### config.mk
export PLATFORM = sky130hd
export DESIGN_NAME = sgc_top
export DESIGN_NICKNAME = d
export VERILOG_FILES = /design/src/pkg/sgc_pkg.sv /design/src/rtl/sgc_clkdiv.sv /design/src/rtl/sgc_top.sv
export SDC_FILE = /design/constraint.sdc
export NUM_CORES = 2
export LEC_CHECK = 0
export ABC_AREA = 1
export BUFFER_PORTS_ARGS = -buffer_cell sky130_fd_sc_hd__buf_4
export CAP_MARGIN = 20
export CELL_PAD_IN_SITES_DETAIL_PLACEMENT = 1
export CELL_PAD_IN_SITES_GLOBAL_PLACEMENT = 1
export CORE_UTILIZATION = 35
export DETAILED_ROUTE_END_ITERATION = 8
export PLACE_DENSITY = 0.79
export SLEW_MARGIN = 20
export SYNTH_ARGS = -nofsm -noshare
export SYNTH_HDL_FRONTEND = slang
export SYNTH_SLANG_ARGS = --single-unit
### constraint.sdc
create_clock -name MCLK_IN -period 3 [get_ports MCLK_IN]
set_input_delay 0 -clock MCLK_IN [delete_from_list [all_inputs] [get_ports MCLK_IN]]
set_output_delay 0 -clock MCLK_IN [all_outputs]
set_load 0.05 [all_outputs]
### src/pkg/sgc_pkg.sv
package sgc_pkg;

  // ---------------------------------------------------------------
  // Sizes and timing
  // ---------------------------------------------------------------
  localparam int PORTS = 32;
  localparam int PORT_BITS = 4;
  localparam int PINS = PORTS * PORT_BITS;
  localparam int DETECTS = 16;
  localparam int CLK_PERIOD_NS = 50;
  localparam int LOAD_MIN_NS = 25;
  localparam int LOAD_MAX_NS = 30;
  localparam int LOAD_CYC_RAW = (LOAD_MIN_NS + CLK_PERIOD_NS - 1) / CLK_PERIOD_NS;
  localparam int LOAD_CYC = (LOAD_CYC_RAW < 1) ? 1 : LOAD_CYC_RAW;
  localparam int GAP_STEP_MS = 1;
  localparam logic [5:0] GAP_MAX_MS = 6'h21;
  localparam int MS_CYCLES = GAP_STEP_MS * 1000000 / CLK_PERIOD_NS;

  // ---------------------------------------------------------------
  // Register map
  // ---------------------------------------------------------------
  localparam logic [7:0] ADDR_CFG = 8'h00;
  localparam logic [7:0] ADDR_CLOCK = 8'h04;
  localparam logic [7:0] ADDR_PORT_ENA = 8'h08;
  localparam logic [7:0] ADDR_DET_ENA = 8'h0C;
  localparam logic [3:0] PAGE_OUT = 4'h1;
  localparam logic [3:0] PAGE_IN = 4'h2;
  localparam logic [3:0] PAGE_DMAP = 4'h3;
  localparam int CFG_BUSY = 31;
  localparam int DMAP_FIELD = 8;

  localparam logic [1:0] RST_WIDTH = 2'h3;
  localparam logic RST_LD_POL = 1'b1;
  localparam logic [5:0] RST_GAP = 6'h00;
  localparam logic [7:0] RST_RATE = 8'h04;
  localparam logic [31:0] RST_PORT_ENA = 32'h00000000;
  localparam logic [1:0] RESP_OKAY = 2'h0;
  localparam logic [1:0] RESP_SLVERR = 2'h2;

  // ---------------------------------------------------------------
  // Types
  // ---------------------------------------------------------------
  // Bit layout equals the configuration word, bits 13:0
  typedef struct packed {
    logic [5:0] burst_gap_length;
    logic burst_gap_disable;
    logic reverse_out_order;
    logic reverse_in_order;
    logic load_strobe_polarity;
    logic [1:0] bits_per_port;
    logic repeat_bursts;
    logic single_burst_request;
  } sgc_cfg_s;

  localparam sgc_cfg_s RST_CFG = '{
    burst_gap_length: RST_GAP, burst_gap_disable: 1'b0, reverse_out_order: 1'b0,
    reverse_in_order: 1'b0, load_strobe_polarity: RST_LD_POL, bits_per_port: RST_WIDTH,
    repeat_bursts: 1'b0, single_burst_request: 1'b0};

  typedef enum logic [2:0] {ST_IDLE, ST_LOW, ST_HIGH, ST_LOAD, ST_GAP} sgc_state_e;

  // ---------------------------------------------------------------
  // Functions
  // ---------------------------------------------------------------
  // Nearest enabled port at or beyond st; bit 5 flags found
  function automatic logic [5:0] sgc_next_port(input logic [31:0] m, input int st,
                                               input logic rev);
    logic [5:0] r;
    r = 6'h00;
    if (!rev) begin
      for (int j = PORTS - 1; j >= 0; j--) begin
        if (m[j] && j >= st) begin
          r = {1'b1, 5'(j)};
        end
      end
    end else begin
      for (int j = 0; j < PORTS; j++) begin
        if (m[j] && j <= st) begin
          r = {1'b1, 5'(j)};
        end
      end
    end
    return r;
  endfunction

  function automatic logic [31:0] sgc_merge(input logic [31:0] old, input logic [31:0] d,
                                            input logic [3:0] s);
    logic [31:0] r;
    r = old;
    for (int b = 0; b < 4; b++) begin
      if (s[b]) begin
        r[8*b +: 8] = d[8*b +: 8];
      end
    end
    return r;
  endfunction

endpackage

### src/rtl/sgc_clkdiv.sv
`timescale 1ns/100ps
module sgc_clkdiv #(
  parameter int MS_CYCLES = 20000
) (
  input wire logic clk_in,
  input wire logic rst_in,
  input wire logic run_in,
  input wire logic [7:0] rate_in,
  input wire logic ms_clr_in,
  output logic shift_tick_out,
  output logic ms_tick_out
);

  // ---------------------------------------------------------------
  // Half-period enable for the serial clock
  // ---------------------------------------------------------------
  logic [7:0] div_ff;
  logic [31:0] ms_ff;

  assign shift_tick_out = run_in && (div_ff == rate_in);

  always_ff @(posedge clk_in) begin
    if (rst_in || !run_in || shift_tick_out) begin
      div_ff <= 8'h00;
    end else begin
      div_ff <= div_ff + 8'h01;
    end
  end

  // ---------------------------------------------------------------
  // Millisecond enable for the burst gap
  // ---------------------------------------------------------------
  assign ms_tick_out = (ms_ff == 32'(MS_CYCLES - 1));

  always_ff @(posedge clk_in) begin
    if (rst_in || ms_clr_in || ms_tick_out) begin
      ms_ff <= 32'h00000000;
    end else begin
      ms_ff <= ms_ff + 32'h00000001;
    end
  end

endmodule

### src/rtl/sgc_top.sv
// The implementer's own choices: the AXI4-Lite interface to the registers and the register addresses.
`timescale 1ns/100ps
module sgc_top #(
  parameter int MS_CYCLES = sgc_pkg::MS_CYCLES
) (
  input wire logic MCLK_IN,
  input wire logic RST_IN,
  input wire logic [7:0] AXI_AWADDR_IN,
  input wire logic AXI_AWVALID_IN,
  output logic AXI_AWREADY_OUT,
  input wire logic [31:0] AXI_WDATA_IN,
  input wire logic [3:0] AXI_WSTRB_IN,
  input wire logic AXI_WVALID_IN,
  output logic AXI_WREADY_OUT,
  output logic [1:0] AXI_BRESP_OUT,
  output logic AXI_BVALID_OUT,
  input wire logic AXI_BREADY_IN,
  input wire logic [7:0] AXI_ARADDR_IN,
  input wire logic AXI_ARVALID_IN,
  output logic AXI_ARREADY_OUT,
  output logic [31:0] AXI_RDATA_OUT,
  output logic [1:0] AXI_RRESP_OUT,
  output logic AXI_RVALID_OUT,
  input wire logic AXI_RREADY_IN,
  output logic SERIAL_CLOCK_OUT,
  output logic SERIAL_DATA_OUT,
  input wire logic SERIAL_DATA_IN,
  output logic LOAD_STROBE_OUT,
  input wire logic [15:0] PARALLEL_DETECT_IN,
  output logic [31:0] LOS_OUT
);

  // ---------------------------------------------------------------
  // Storage
  // ---------------------------------------------------------------
  sgc_pkg::sgc_cfg_s cfg_ff;
  logic [7:0] rate_ff;
  logic [31:0] port_enable_mask_ff;
  logic [15:0] det_ena_ff;
  logic [15:0][4:0] detect_port_map_ff;
  logic [sgc_pkg::PINS-1:0] out_data_ff;
  logic [sgc_pkg::PINS-1:0] sampled_inputs_ff;

  sgc_pkg::sgc_state_e state_ff;
  sgc_pkg::sgc_state_e nxt_state;
  logic [31:0] mask_l_ff;
  logic [1:0] width_l_ff;
  logic rev_in_l_ff;
  logic rev_out_l_ff;
  logic [4:0] out_port_ff;
  logic [4:0] in_port_ff;
  logic [1:0] bit_ff;
  logic [5:0] gap_cnt_ff;
  logic [1:0] ld_cnt_ff;
  logic shift_tick;
  logic ms_tick;
  logic burst_done;
  logic last_slot;
  logic [5:0] out_first;
  logic [5:0] in_first;
  logic [5:0] out_nxt;
  logic [5:0] in_nxt;
  logic [5:0] gap_target;

  logic di_meta_ff;
  logic di_sync_ff;
  logic [15:0] pd_meta_ff;
  logic [15:0] pd_sync_ff;
  logic sclk_ff;
  logic sdo_ff;
  logic ld_ff;
  logic [31:0] los_ff;

  // ---------------------------------------------------------------
  // AXI4-Lite slave
  // ---------------------------------------------------------------
  logic aw_held_ff;
  logic w_held_ff;
  logic [7:0] waddr_ff;
  logic [31:0] wdata_ff;
  logic [3:0] wstrb_ff;
  logic bvalid_ff;
  logic [1:0] bresp_ff;
  logic rvalid_ff;
  logic [1:0] rresp_ff;
  logic [31:0] rdata_ff;
  logic wr_fire;
  logic wr_hit;
  logic [31:0] rd_word;
  logic rd_hit;

  assign AXI_AWREADY_OUT = !aw_held_ff && !bvalid_ff;
  assign AXI_WREADY_OUT = !w_held_ff && !bvalid_ff;
  assign AXI_BVALID_OUT = bvalid_ff;
  assign AXI_BRESP_OUT = bresp_ff;
  assign AXI_ARREADY_OUT = !rvalid_ff;
  assign AXI_RVALID_OUT = rvalid_ff;
  assign AXI_RRESP_OUT = rresp_ff;
  assign AXI_RDATA_OUT = rdata_ff;
  assign wr_fire = aw_held_ff && w_held_ff && !bvalid_ff;
  assign wr_hit = (waddr_ff[7:4] <= sgc_pkg::PAGE_DMAP) && (waddr_ff[1:0] == 2'h0) &&
                  (waddr_ff[7:4] != sgc_pkg::PAGE_IN);

  always_ff @(posedge MCLK_IN) begin
    if (RST_IN) begin
      aw_held_ff <= 1'b0;
      w_held_ff <= 1'b0;
      waddr_ff <= 8'h00;
      wdata_ff <= 32'h00000000;
      wstrb_ff <= 4'h0;
      bvalid_ff <= 1'b0;
      bresp_ff <= sgc_pkg::RESP_OKAY;
    end else begin
      if (AXI_AWVALID_IN && AXI_AWREADY_OUT) begin
        aw_held_ff <= 1'b1;
        waddr_ff <= AXI_AWADDR_IN;
      end
      if (AXI_WVALID_IN && AXI_WREADY_OUT) begin
        w_held_ff <= 1'b1;
        wdata_ff <= AXI_WDATA_IN;
        wstrb_ff <= AXI_WSTRB_IN;
      end
      if (wr_fire) begin
        aw_held_ff <= 1'b0;
        w_held_ff <= 1'b0;
        bvalid_ff <= 1'b1;
        bresp_ff <= wr_hit ? sgc_pkg::RESP_OKAY : sgc_pkg::RESP_SLVERR;
      end else if (bvalid_ff && AXI_BREADY_IN) begin
        bvalid_ff <= 1'b0;
      end
    end
  end

  always_comb begin
    rd_word = 32'h00000000;
    rd_hit = (AXI_ARADDR_IN[1:0] == 2'h0);
    unique case (AXI_ARADDR_IN[7:4])
      4'h0: begin
        unique case (AXI_ARADDR_IN[3:2])
          2'h0: begin
            rd_word[13:0] = cfg_ff;
            rd_word[sgc_pkg::CFG_BUSY] = (state_ff != sgc_pkg::ST_IDLE);
          end
          2'h1: rd_word[7:0] = rate_ff;
          2'h2: rd_word = port_enable_mask_ff;
          2'h3: rd_word[15:0] = det_ena_ff;
        endcase
      end
      sgc_pkg::PAGE_OUT: rd_word = out_data_ff[32*AXI_ARADDR_IN[3:2] +: 32];
      sgc_pkg::PAGE_IN: rd_word = sampled_inputs_ff[32*AXI_ARADDR_IN[3:2] +: 32];
      sgc_pkg::PAGE_DMAP: begin
        for (int j = 0; j < 4; j++) begin
          rd_word[sgc_pkg::DMAP_FIELD*j +: 5] = detect_port_map_ff[4*AXI_ARADDR_IN[3:2] + j];
        end
      end
      default: rd_hit = 1'b0;
    endcase
  end

  always_ff @(posedge MCLK_IN) begin
    if (RST_IN) begin
      rvalid_ff <= 1'b0;
      rresp_ff <= sgc_pkg::RESP_OKAY;
      rdata_ff <= 32'h00000000;
    end else if (AXI_ARVALID_IN && AXI_ARREADY_OUT) begin
      rvalid_ff <= 1'b1;
      rresp_ff <= rd_hit ? sgc_pkg::RESP_OKAY : sgc_pkg::RESP_SLVERR;
      rdata_ff <= rd_hit ? rd_word : 32'h00000000;
    end else if (rvalid_ff && AXI_RREADY_IN) begin
      rvalid_ff <= 1'b0;
    end
  end

  // ---------------------------------------------------------------
  // Register writes
  // ---------------------------------------------------------------
  logic [31:0] cfg_merged;
  logic [31:0] det_merged;

  assign cfg_merged = sgc_pkg::sgc_merge({18'h00000, cfg_ff}, wdata_ff, wstrb_ff);
  assign det_merged = sgc_pkg::sgc_merge({16'h0000, det_ena_ff}, wdata_ff, wstrb_ff);

  always_ff @(posedge MCLK_IN) begin
    if (RST_IN) begin
      cfg_ff <= sgc_pkg::RST_CFG;
    end else if (wr_fire && waddr_ff == sgc_pkg::ADDR_CFG) begin
      cfg_ff <= sgc_pkg::sgc_cfg_s'(cfg_merged[13:0]);
    end else if (burst_done) begin
      cfg_ff.single_burst_request <= 1'b0;
    end
  end

  always_ff @(posedge MCLK_IN) begin
    if (RST_IN) begin
      rate_ff <= sgc_pkg::RST_RATE;
      port_enable_mask_ff <= sgc_pkg::RST_PORT_ENA;
      det_ena_ff <= 16'h0000;
      detect_port_map_ff <= '0;
      out_data_ff <= '0;
    end else if (wr_fire && wr_hit) begin
      if (waddr_ff == sgc_pkg::ADDR_CLOCK && wstrb_ff[0]) begin
        rate_ff <= wdata_ff[7:0];
      end
      if (waddr_ff == sgc_pkg::ADDR_PORT_ENA) begin
        port_enable_mask_ff <= sgc_pkg::sgc_merge(port_enable_mask_ff, wdata_ff, wstrb_ff);
      end
      if (waddr_ff == sgc_pkg::ADDR_DET_ENA) begin
        det_ena_ff <= det_merged[15:0];
      end
      if (waddr_ff[7:4] == sgc_pkg::PAGE_OUT) begin
        out_data_ff[32*waddr_ff[3:2] +: 32] <=
          sgc_pkg::sgc_merge(out_data_ff[32*waddr_ff[3:2] +: 32], wdata_ff, wstrb_ff);
      end
      if (waddr_ff[7:4] == sgc_pkg::PAGE_DMAP) begin
        for (int j = 0; j < 4; j++) begin
          if (wstrb_ff[j]) begin
            detect_port_map_ff[4*waddr_ff[3:2] + j] <= wdata_ff[sgc_pkg::DMAP_FIELD*j +: 5];
          end
        end
      end
    end
  end

  // ---------------------------------------------------------------
  // Input synchronisers
  // ---------------------------------------------------------------
  always_ff @(posedge MCLK_IN) begin
    if (RST_IN) begin
      di_meta_ff <= 1'b0;
      di_sync_ff <= 1'b0;
      pd_meta_ff <= 16'h0000;
      pd_sync_ff <= 16'h0000;
    end else begin
      di_meta_ff <= SERIAL_DATA_IN;
      di_sync_ff <= di_meta_ff;
      pd_meta_ff <= PARALLEL_DETECT_IN;
      pd_sync_ff <= pd_meta_ff;
    end
  end

  // ---------------------------------------------------------------
  // Burst sequencer
  // ---------------------------------------------------------------
  sgc_clkdiv #(
    .MS_CYCLES(MS_CYCLES)
  ) u_div (
    .clk_in(MCLK_IN),
    .rst_in(RST_IN),
    .run_in(state_ff == sgc_pkg::ST_LOW || state_ff == sgc_pkg::ST_HIGH),
    .rate_in(rate_ff),
    .ms_clr_in(state_ff != sgc_pkg::ST_GAP),
    .shift_tick_out(shift_tick),
    .ms_tick_out(ms_tick)
  );

  // Enabled ports only, each direction on its own order
  assign out_first = sgc_pkg::sgc_next_port(port_enable_mask_ff,
                       cfg_ff.reverse_out_order ? 31 : 0, cfg_ff.reverse_out_order);
  assign in_first = sgc_pkg::sgc_next_port(port_enable_mask_ff,
                       cfg_ff.reverse_in_order ? 31 : 0, cfg_ff.reverse_in_order);
  assign out_nxt = sgc_pkg::sgc_next_port(mask_l_ff,
                     rev_out_l_ff ? int'(out_port_ff) - 1 : int'(out_port_ff) + 1, rev_out_l_ff);
  assign in_nxt = sgc_pkg::sgc_next_port(mask_l_ff,
                    rev_in_l_ff ? int'(in_port_ff) - 1 : int'(in_port_ff) + 1, rev_in_l_ff);
  // At most 32 ports of 4 bits per burst
  assign last_slot = (bit_ff == width_l_ff) && !out_nxt[5];
  assign burst_done = (state_ff == sgc_pkg::ST_LOAD) &&
                      (ld_cnt_ff == 2'(sgc_pkg::LOAD_CYC - 1));
  assign gap_target = (cfg_ff.burst_gap_length > sgc_pkg::GAP_MAX_MS) ?
                      sgc_pkg::GAP_MAX_MS : cfg_ff.burst_gap_length;

  always_comb begin
    nxt_state = state_ff;
    unique case (state_ff)
      sgc_pkg::ST_IDLE: begin
        if (cfg_ff.single_burst_request || cfg_ff.repeat_bursts) begin
          nxt_state = out_first[5] ? sgc_pkg::ST_LOW : sgc_pkg::ST_LOAD;
        end
      end
      sgc_pkg::ST_LOW: begin
        if (shift_tick) begin
          nxt_state = sgc_pkg::ST_HIGH;
        end
      end
      sgc_pkg::ST_HIGH: begin
        if (shift_tick) begin
          nxt_state = last_slot ? sgc_pkg::ST_LOAD : sgc_pkg::ST_LOW;
        end
      end
      sgc_pkg::ST_LOAD: begin
        if (burst_done) begin
          if (cfg_ff.repeat_bursts && !cfg_ff.burst_gap_disable && gap_target != 6'h00) begin
            nxt_state = sgc_pkg::ST_GAP;
          end else begin
            nxt_state = sgc_pkg::ST_IDLE;
          end
        end
      end
      sgc_pkg::ST_GAP: begin
        if (!cfg_ff.repeat_bursts || cfg_ff.burst_gap_disable || gap_cnt_ff >= gap_target) begin
          nxt_state = sgc_pkg::ST_IDLE;
        end
      end
    endcase
  end

  always_ff @(posedge MCLK_IN) begin
    if (RST_IN) begin
      state_ff <= sgc_pkg::ST_IDLE;
    end else begin
      state_ff <= nxt_state;
    end
  end

  // Slot pointers, settings latched per burst
  always_ff @(posedge MCLK_IN) begin
    if (RST_IN) begin
      mask_l_ff <= 32'h00000000;
      width_l_ff <= 2'h0;
      rev_in_l_ff <= 1'b0;
      rev_out_l_ff <= 1'b0;
      out_port_ff <= 5'h00;
      in_port_ff <= 5'h00;
      bit_ff <= 2'h0;
    end else if (state_ff == sgc_pkg::ST_IDLE) begin
      mask_l_ff <= port_enable_mask_ff;
      width_l_ff <= cfg_ff.bits_per_port;
      rev_in_l_ff <= cfg_ff.reverse_in_order;
      rev_out_l_ff <= cfg_ff.reverse_out_order;
      out_port_ff <= out_first[4:0];
      in_port_ff <= in_first[4:0];
      bit_ff <= 2'h0;
    end else if (state_ff == sgc_pkg::ST_HIGH && shift_tick) begin
      if (bit_ff == width_l_ff) begin
        bit_ff <= 2'h0;
        out_port_ff <= out_nxt[4:0];
        in_port_ff <= in_nxt[4:0];
      end else begin
        bit_ff <= bit_ff + 2'h1;
      end
    end
  end

  // Sample just before the rising serial clock
  always_ff @(posedge MCLK_IN) begin
    if (RST_IN) begin
      sampled_inputs_ff <= '0;
    end else if (state_ff == sgc_pkg::ST_LOW && shift_tick) begin
      sampled_inputs_ff[{in_port_ff, bit_ff}] <= di_sync_ff;
    end
  end

  always_ff @(posedge MCLK_IN) begin
    if (RST_IN || state_ff != sgc_pkg::ST_LOAD) begin
      ld_cnt_ff <= 2'h0;
    end else begin
      ld_cnt_ff <= ld_cnt_ff + 2'h1;
    end
  end

  always_ff @(posedge MCLK_IN) begin
    if (RST_IN || state_ff != sgc_pkg::ST_GAP) begin
      gap_cnt_ff <= 6'h00;
    end else if (ms_tick) begin
      gap_cnt_ff <= gap_cnt_ff + 6'h01;
    end
  end

  // ---------------------------------------------------------------
  // Pin drivers
  // ---------------------------------------------------------------
  always_ff @(posedge MCLK_IN) begin
    if (RST_IN) begin
      sclk_ff <= 1'b0;
      sdo_ff <= 1'b0;
      ld_ff <= !sgc_pkg::RST_LD_POL;
    end else begin
      sclk_ff <= (state_ff == sgc_pkg::ST_HIGH);
      sdo_ff <= (state_ff == sgc_pkg::ST_LOW || state_ff == sgc_pkg::ST_HIGH) ?
                out_data_ff[{out_port_ff, bit_ff}] : 1'b0;
      ld_ff <= (state_ff == sgc_pkg::ST_LOAD) ? cfg_ff.load_strobe_polarity :
               !cfg_ff.load_strobe_polarity;
    end
  end

  assign SERIAL_CLOCK_OUT = sclk_ff;
  assign SERIAL_DATA_OUT = sdo_ff;
  assign LOAD_STROBE_OUT = ld_ff;

  // ---------------------------------------------------------------
  // Loss-of-signal forwarding
  // ---------------------------------------------------------------
  always_ff @(posedge MCLK_IN) begin
    if (RST_IN) begin
      los_ff <= 32'h00000000;
    end else begin
      for (int p = 0; p < sgc_pkg::PORTS; p++) begin
        los_ff[p] <= sampled_inputs_ff[p*sgc_pkg::PORT_BITS];
        for (int n = 0; n < sgc_pkg::DETECTS; n++) begin
          if (det_ena_ff[n] && detect_port_map_ff[n] == 5'(p)) begin
            los_ff[p] <= pd_sync_ff[n];
          end
        end
      end
    end
  end

  assign LOS_OUT = los_ff;

endmodule
After elaboration in Yosys (flattened, before gate mapping). Cells that the tools add are included. W data, S select, Z words.

Flip-flop bits (word level): 658. Input bits: 76. Output and inout port bits: 76. Logic and storage cells: 2609.

$add $sub $neg: 16. Magnitude comparators: 272. Equality and inequality tests: 523. Shift operators: 5. Multiplexer cells: 871. Bitwise gates (word level): 1. Reduce and logical (&&, ||, !) cells: 858.

Operators with widths (number): $eq A5 B5 Y1 const B (256); $mux W80 (13); $ge A6 B32 Y1 const A (32); $le A6 B32 Y1 const A (32); $logic_and A1 B1 Y1 (792); $mux W6 (131); $mux W5 (144); $eq A5 B4 Y1 const B (128); $mux W1 (523); $ge A5 B32 Y1 const A (16); $le A5 B32 Y1 const A (16); $shiftx A128 B8 Y32 (3); $bwmux W80 (4); $eq A5 B3 Y1 const B (64); $bwmux W128 (2); $ge A4 B32 Y1 const A (8); $le A4 B32 Y1 const A (8); $eq A5 B2 Y1 const B (32); $ge A5 B5 Y1 const A (32); $le A5 B5 Y1 const A (32); $ge A3 B32 Y1 const A (4); $le A3 B32 Y1 const A (4); $mux W8 (16); $shift A32 B34 Y128 const A (1); 81 further kinds (253).

Depth between registers and ports, before layout.
Depth after elaboration: 42. Depth in mapped cells: 43. Depth with buffers taken out: 43.

Hierarchy. Synthesis repeated with hierarchy kept, for this count alone.

Cells, all modules: 7138. Area total of the unflattened synthesis: 43249.0 sq um.

By module, submodules not included: sgc_top (times used 1, cells each 6755, area each 40881.7 sq um, seq. area each 12331.8 sq um); sgc_clkdiv (times used 1, cells each 383, area each 2367.3 sq um, seq. area each 800.8 sq um).

Worst setup path before layout. Ideal clock, no wire load.

Path type: reg-to-reg. Start: register out_port_ff[0]. End: register out_port_ff[0]. Library setup time: 120 ps. Data arrival time: 3142 ps. Data required time: 2880 ps. Slack: -262 ps. Cell stages (with the launch flop): 41. Path buffers: 2. Period minus slack after synthesis: 3262 ps. Cells stage by stage: dfxtp_1 -> buf_2 -> inv_1 -> clkbuf_1 -> ha_1 -> nand2_1 -> nand2_1 -> xor2_2 -> nand2_1 -> nor2_1 -> nand2_1 -> nand2_1 -> nand2_1 -> nand3_1 -> nand2_1 -> nand2_1 -> nand2_1 -> nand2_1 -> [5 not listed] -> nand2_1 -> nand2_1 -> nand2_1 -> nand2_1 -> nand2_1 -> nand2_1 -> nand2_1 -> nand2_1 -> nand2_1 -> nand2_1 -> nand2_1 -> nand2_1 -> nand2_1 -> nand2_1 -> nand2_1 -> nand2_1 -> nand2_1 -> a21oi_1.

Word-level cells in the longest chain between the ends: 40. Elaborated cells between the ends (all ways): 196. Those cells by class: 2 x add/sub; 63 x order compare; 68 x mux; 63 x reduce/logical.

Ends and longest elaborated chain: start, declared (line sgc_top.sv:50) `logic [4:0] out_port_ff;`; start signal, assigned (line sgc_top.sv:330) `out_port_ff <= out_first[4:0];`; start signal, assigned (line sgc_top.sv:336) `out_port_ff <= out_nxt[4:0];`; $add A5 B1 Y6 or $sub A5 B1 Y6 (tied branches) (line sgc_top.sv:262) `rev_out_l_ff ? int'(out_port_ff) - 1 : int'(out_port_ff) + 1, rev_out_l_ff);`; $mux W32 * (line sgc_top.sv:262); $ge A6 B32 Y1 (line sgc_pkg.sv:72) `if (m[j] && j >= st) begin`; $logic_and A1 B1 Y1 (line sgc_pkg.sv:72); $mux W6 (32 in a row) (line sgc_pkg.sv:72); $mux W6 * (line sgc_pkg.sv:70) `if (!rev) begin`; $mux W5 * (line sgc_top.sv:334) `if (bit_ff == width_l_ff) begin`; $mux W5 * (line sgc_top.sv:333) `end else if (state_ff == sgc_pkg::ST_HIGH && shift_tick) begin`; $mux W5 * (line sgc_top.sv:325) `end else if (state_ff == sgc_pkg::ST_IDLE) begin`.

Every way passes the cells marked *; elsewhere a longest branch is shown, timed or not. The select of a mux whose other input is x is not followed. A chain may end at the register's enable or synchronous reset.

Final worst setup path.
Start: register in_port_ff[0]. End: register in_port_ff[1].

Word-level cells in the longest chain between the ends: 40. Elaborated cells between the ends (all ways): 193. Those cells by class: 2 x add/sub; 62 x order compare; 67 x mux; 62 x reduce/logical.

Ends and longest elaborated chain: start, declared (line sgc_top.sv:51) `logic [4:0] in_port_ff;`; start signal, assigned (line sgc_top.sv:331) `in_port_ff <= in_first[4:0];`; start signal, assigned (line sgc_top.sv:337) `in_port_ff <= in_nxt[4:0];`; $add A5 B1 Y6 or $sub A5 B1 Y6 (tied branches) (line sgc_top.sv:264) `rev_in_l_ff ? int'(in_port_ff) - 1 : int'(in_port_ff) + 1, rev_in_l_ff);`; $mux W32 * (line sgc_top.sv:264); $ge A6 B32 Y1 (line sgc_pkg.sv:72); $logic_and A1 B1 Y1 (line sgc_pkg.sv:72); $mux W5 (32 in a row) (line sgc_pkg.sv:72); $mux W5 * (line sgc_pkg.sv:70); $mux W5 * (line sgc_top.sv:334); $mux W5 * (line sgc_top.sv:333); $mux W5 * (line sgc_top.sv:325).

Marks and branches as above.

==> flow_summary.json <==
{
  "outcome": "finished with violations",
  "violations": "setup timing",
  "final-instance-count-excl-fill": 9356,
  "clk_path_buf_depth": 3,
  "root_buffer": "clkbuf_16",
  "gp_congestion": 1.016,
  "skew_ns": 0.03631,
  "cp-start-kind": "flip-flop",
  "hold_violations": 0,
  "syn_area_per_cell_um2": 6.180,
  "path_common_cell": "nor2_1",
  "insertion_delay_ns": 0.68,
  "slew_viol_final": 0,
  "synth.distinct_cells": 67,
  "vdd_ir_drop_max_mv": 0.4958,
  "worst_path_max_delay_cell": "dfxtp_4",
  "setup_viol": 46,
  "drtAntennaViolNets": 0,
  "ios": 152,
  "whs_ns": 0.09039,
  "rsz0062_at_grt": "yes",
  "synth_seq_area_share": 0.3068,
  "initial_core_util": 0.3550,
  "drt_iter0_drc": 7029,
  "ys_warn_count": 0,
  "ys_seq_elements": 656,
  "syn_to_final_growth_pct": 34.94,
  "grt_first_pass_wirelength_um": 344600,
  "hold_path_class": "primary input to flip-flop",
  "worst_pin_slew_ns": 1.092,
  "grt_usage": 0.3633,
  "final_nets": 7776,
  "die_w_um": 351.7,
  "port_buffers": 149,
  "synthMuxAreaShare": 0.0002338,
  "via_per_inst": 6.044,
  "synth_edf_count": 0,
  "layout_setup_ws_ns": -0.5764,
  "placedCellCount": 8994,
  "place_ws_ns": -0.7912,
  "dp_hpwl_um": 168300,
  "finalCriticalPeriod_ns": 3.576,
  "synth-compound-area-share": 0.3004,
  "via_count": 56540,
  "grt_max_degree": 197,
  "p_leak_uw": 0.02269,
  "antenna_found_initial": 21,
  "clock-sinks": 656,
  "required_ns": 3.55,
  "drive_above_1_share": 0.2334,
  "worstSetupPathType": "flip-flop to flip-flop",
  "grt_pass1_vias": 55130,
  "h-tree-depth": 3,
  "fmax_ghz": 0.2796,
  "drt-wirelength-per-cell_um": 25.51,
  "final_util": 0.4790,
  "cts_tree": "done",
  "chipHeight_um": 351.7,
  "critPathArrivalTime_ns": 4.13,
  "max_cap_violations": 0,
  "synthesis.area_um2": 42810,
  "async_flop_share": 0,
  "clkTransAtPathRegs_ns": 0.07,
  "die_area_um2": 123700,
  "num_rows": 127,
  "cellPowerDensity_nw_per_um2": 569.3,
  "ys.flop_type": "dfxtp_1",
  "finalCritPeriodShare": 1.192,
  "cpPeakStageDelay_ns": 0.40,
  "synth_top_family_by_area": "compound AO/OA/AOI/OAI gates",
  "drcViolationCount": 0,
  "syn_inst": 6927,
  "wl_um": 238600,
  "tritoncts.num_buffers": 79,
  "synth_fa_ha_area_frac": 0.006138,
  "synthXorXnorAreaFrac": 0.004267,
  "slew_headroom": 0.2723,
  "dr.pass1.iters": 6,
  "core_um2": 120600,
  "final_cell_mix": "nand2_1, nor2_1, buf_4",
  "overflow": 0,
  "final_common_cell": "nand2_1",
  "path_max_fanout": 4,
  "synth-simple-area-share": 0.2784,
  "endpoint_kind": "flip-flop"
}
sequential cells by signal, indices dropped and copies added (netlist names), 5 cells and up:
signal               count
gap_cnt_ff               6
waddr_ff                 8
detect_port_map_ff      80
det_ena_ff              16
out_data_ff            128
AXI_RDATA_OUT           32
cfg_ff                  14
out_port_ff              5
port_enable_mask_ff     32
pd_meta_ff              16
pd_sync_ff              16
in_port_ff               5
rate_ff                  8
mask_l_ff               32
u_div.ms_ff             32
sampled_inputs_ff      128
LOS_OUT                 32
wdata_ff                32
u_div.div_ff             8
report_power, final:
| part | internal (uW) | switching [uW] |
|---|---|---|
| sequential | 9090 | 766 |
| combinational | 4580 | 7660 |
| clock | 6420 | 4370 |
| total | 20100 | 12800 |
per-layer routing:
layer | wire, um | track usage | vias to the layer above
li1 | - | - | 25070
met3 | 26200 | 0.08898 | 869
met1 | 94930 | 0.4713 | 27340
met2 | 103900 | 0.5633 | 3241
met4 | 13290 | 0.1695 | 22
met5 | 287 | 0.005102 | -
worst paths after layout:
check	start	to	slack, ns	depth (start not counted)
worst min-delay path	PARALLEL_DETECT_IN[9]	pd_meta_ff[9]$_SDFF_PP0_	0.09	4
worst min register to register	pd_meta_ff[7]$_SDFF_PP0_	pd_sync_ff[7]$_SDFF_PP0_	0.39	2
worst max-delay path	in_port_ff[0]$_SDFFE_PP0P_	in_port_ff[1]$_SDFFE_PP0P_	-0.58	28
worst max register to register	in_port_ff[0]$_SDFFE_PP0P_	in_port_ff[1]$_SDFFE_PP0P_	-0.58	28
per-stage QoR:
stage          instance area [um^2]  power [uW]  TNS [ns]
3_5_place_dp                  50050       19650    -16.30
5_1_grt                       57770       34020    -17.07
2_1_floorplan                 42830       14850  -0.07012
6_report                      57770       32890    -7.979
3_3_place_gp                  50050       19410    -12.80
4_1_cts                       55720       31310    -4.047
Yosys cell counts, types with 16 or more instances:
cell / instances / area [um^2]
nand2_1: 1340 / 5030
nor2_1: 1111 / 4170
inv_1: 714 / 2680
o21ai_0: 659 / 3298
dfxtp_1: 656 / 13130
a21oi_1: 639 / 3198
clkbuf_1: 371 / 1393
nand3_1: 198 / 991.0
a22oi_1: 172 / 1291
nor3_1: 142 / 710.7
o211ai_1: 122 / 915.9
a311oi_1: 120 / 1051
a211oi_1: 102 / 765.7
o22ai_1: 82 / 513.0
nand4_1: 43 / 269.0
a31oi_1: 42 / 262.8
o221ai_1: 39 / 341.6
inv_2: 32 / 120.1
ha_1: 21 / 262.8
nor4_1: 21 / 131.4
clkinv_1: 19 / 71.32
o31ai_1: 19 / 142.6
a32oi_1: 18 / 157.7
buf_1: 17 / 63.81
o21ai_1: 16 / 80.08
cell families (layout without fill, tap and decap cells):
logic type,count (synthesis),after routing
muxes,1,1
adders and majority gates,21,21
xor gates and xnor gates,20,20
and+or+nand+nor,2930,2930
DFF,656,656
AOI/OAI and AO/OA,2130,2130
buffers and inverters,1168,1981
other,1,5
what timing repair did:
action	4_1_cts	5_1_grt
gates resized for setup	533	459
buffers inserted	97	78
hold buffers	74	0
endpoints found under the hold margin	139	0
setup endpoints to repair	49	60
pin swaps	242	388
gates cloned	0	0
final cells by class:
class,count,area [um^2]
Timing Repair Buffer,1072,8712
Fill cell,15550,62840
Multi-Input combinational cell,5104,28040
Inverter,766,2960
Clock buffer,103,2207
Antenna cell,3,7.507
Sequential cell,656,13220
Clock inverter,40,608.1
Tap cell,1612,2017
worst max-delay path: cells and delay by family (launching register included):
kind	cells	cell delay (ns)
and+or+nand+nor	16	1.42
adders and majority gates	1	0.16
DFF	1	0.40
buffers and inverters	5	0.42
AOI/OAI and AO/OA	6	1.03
No activity file was read; power rests on OpenSTA's default activity.
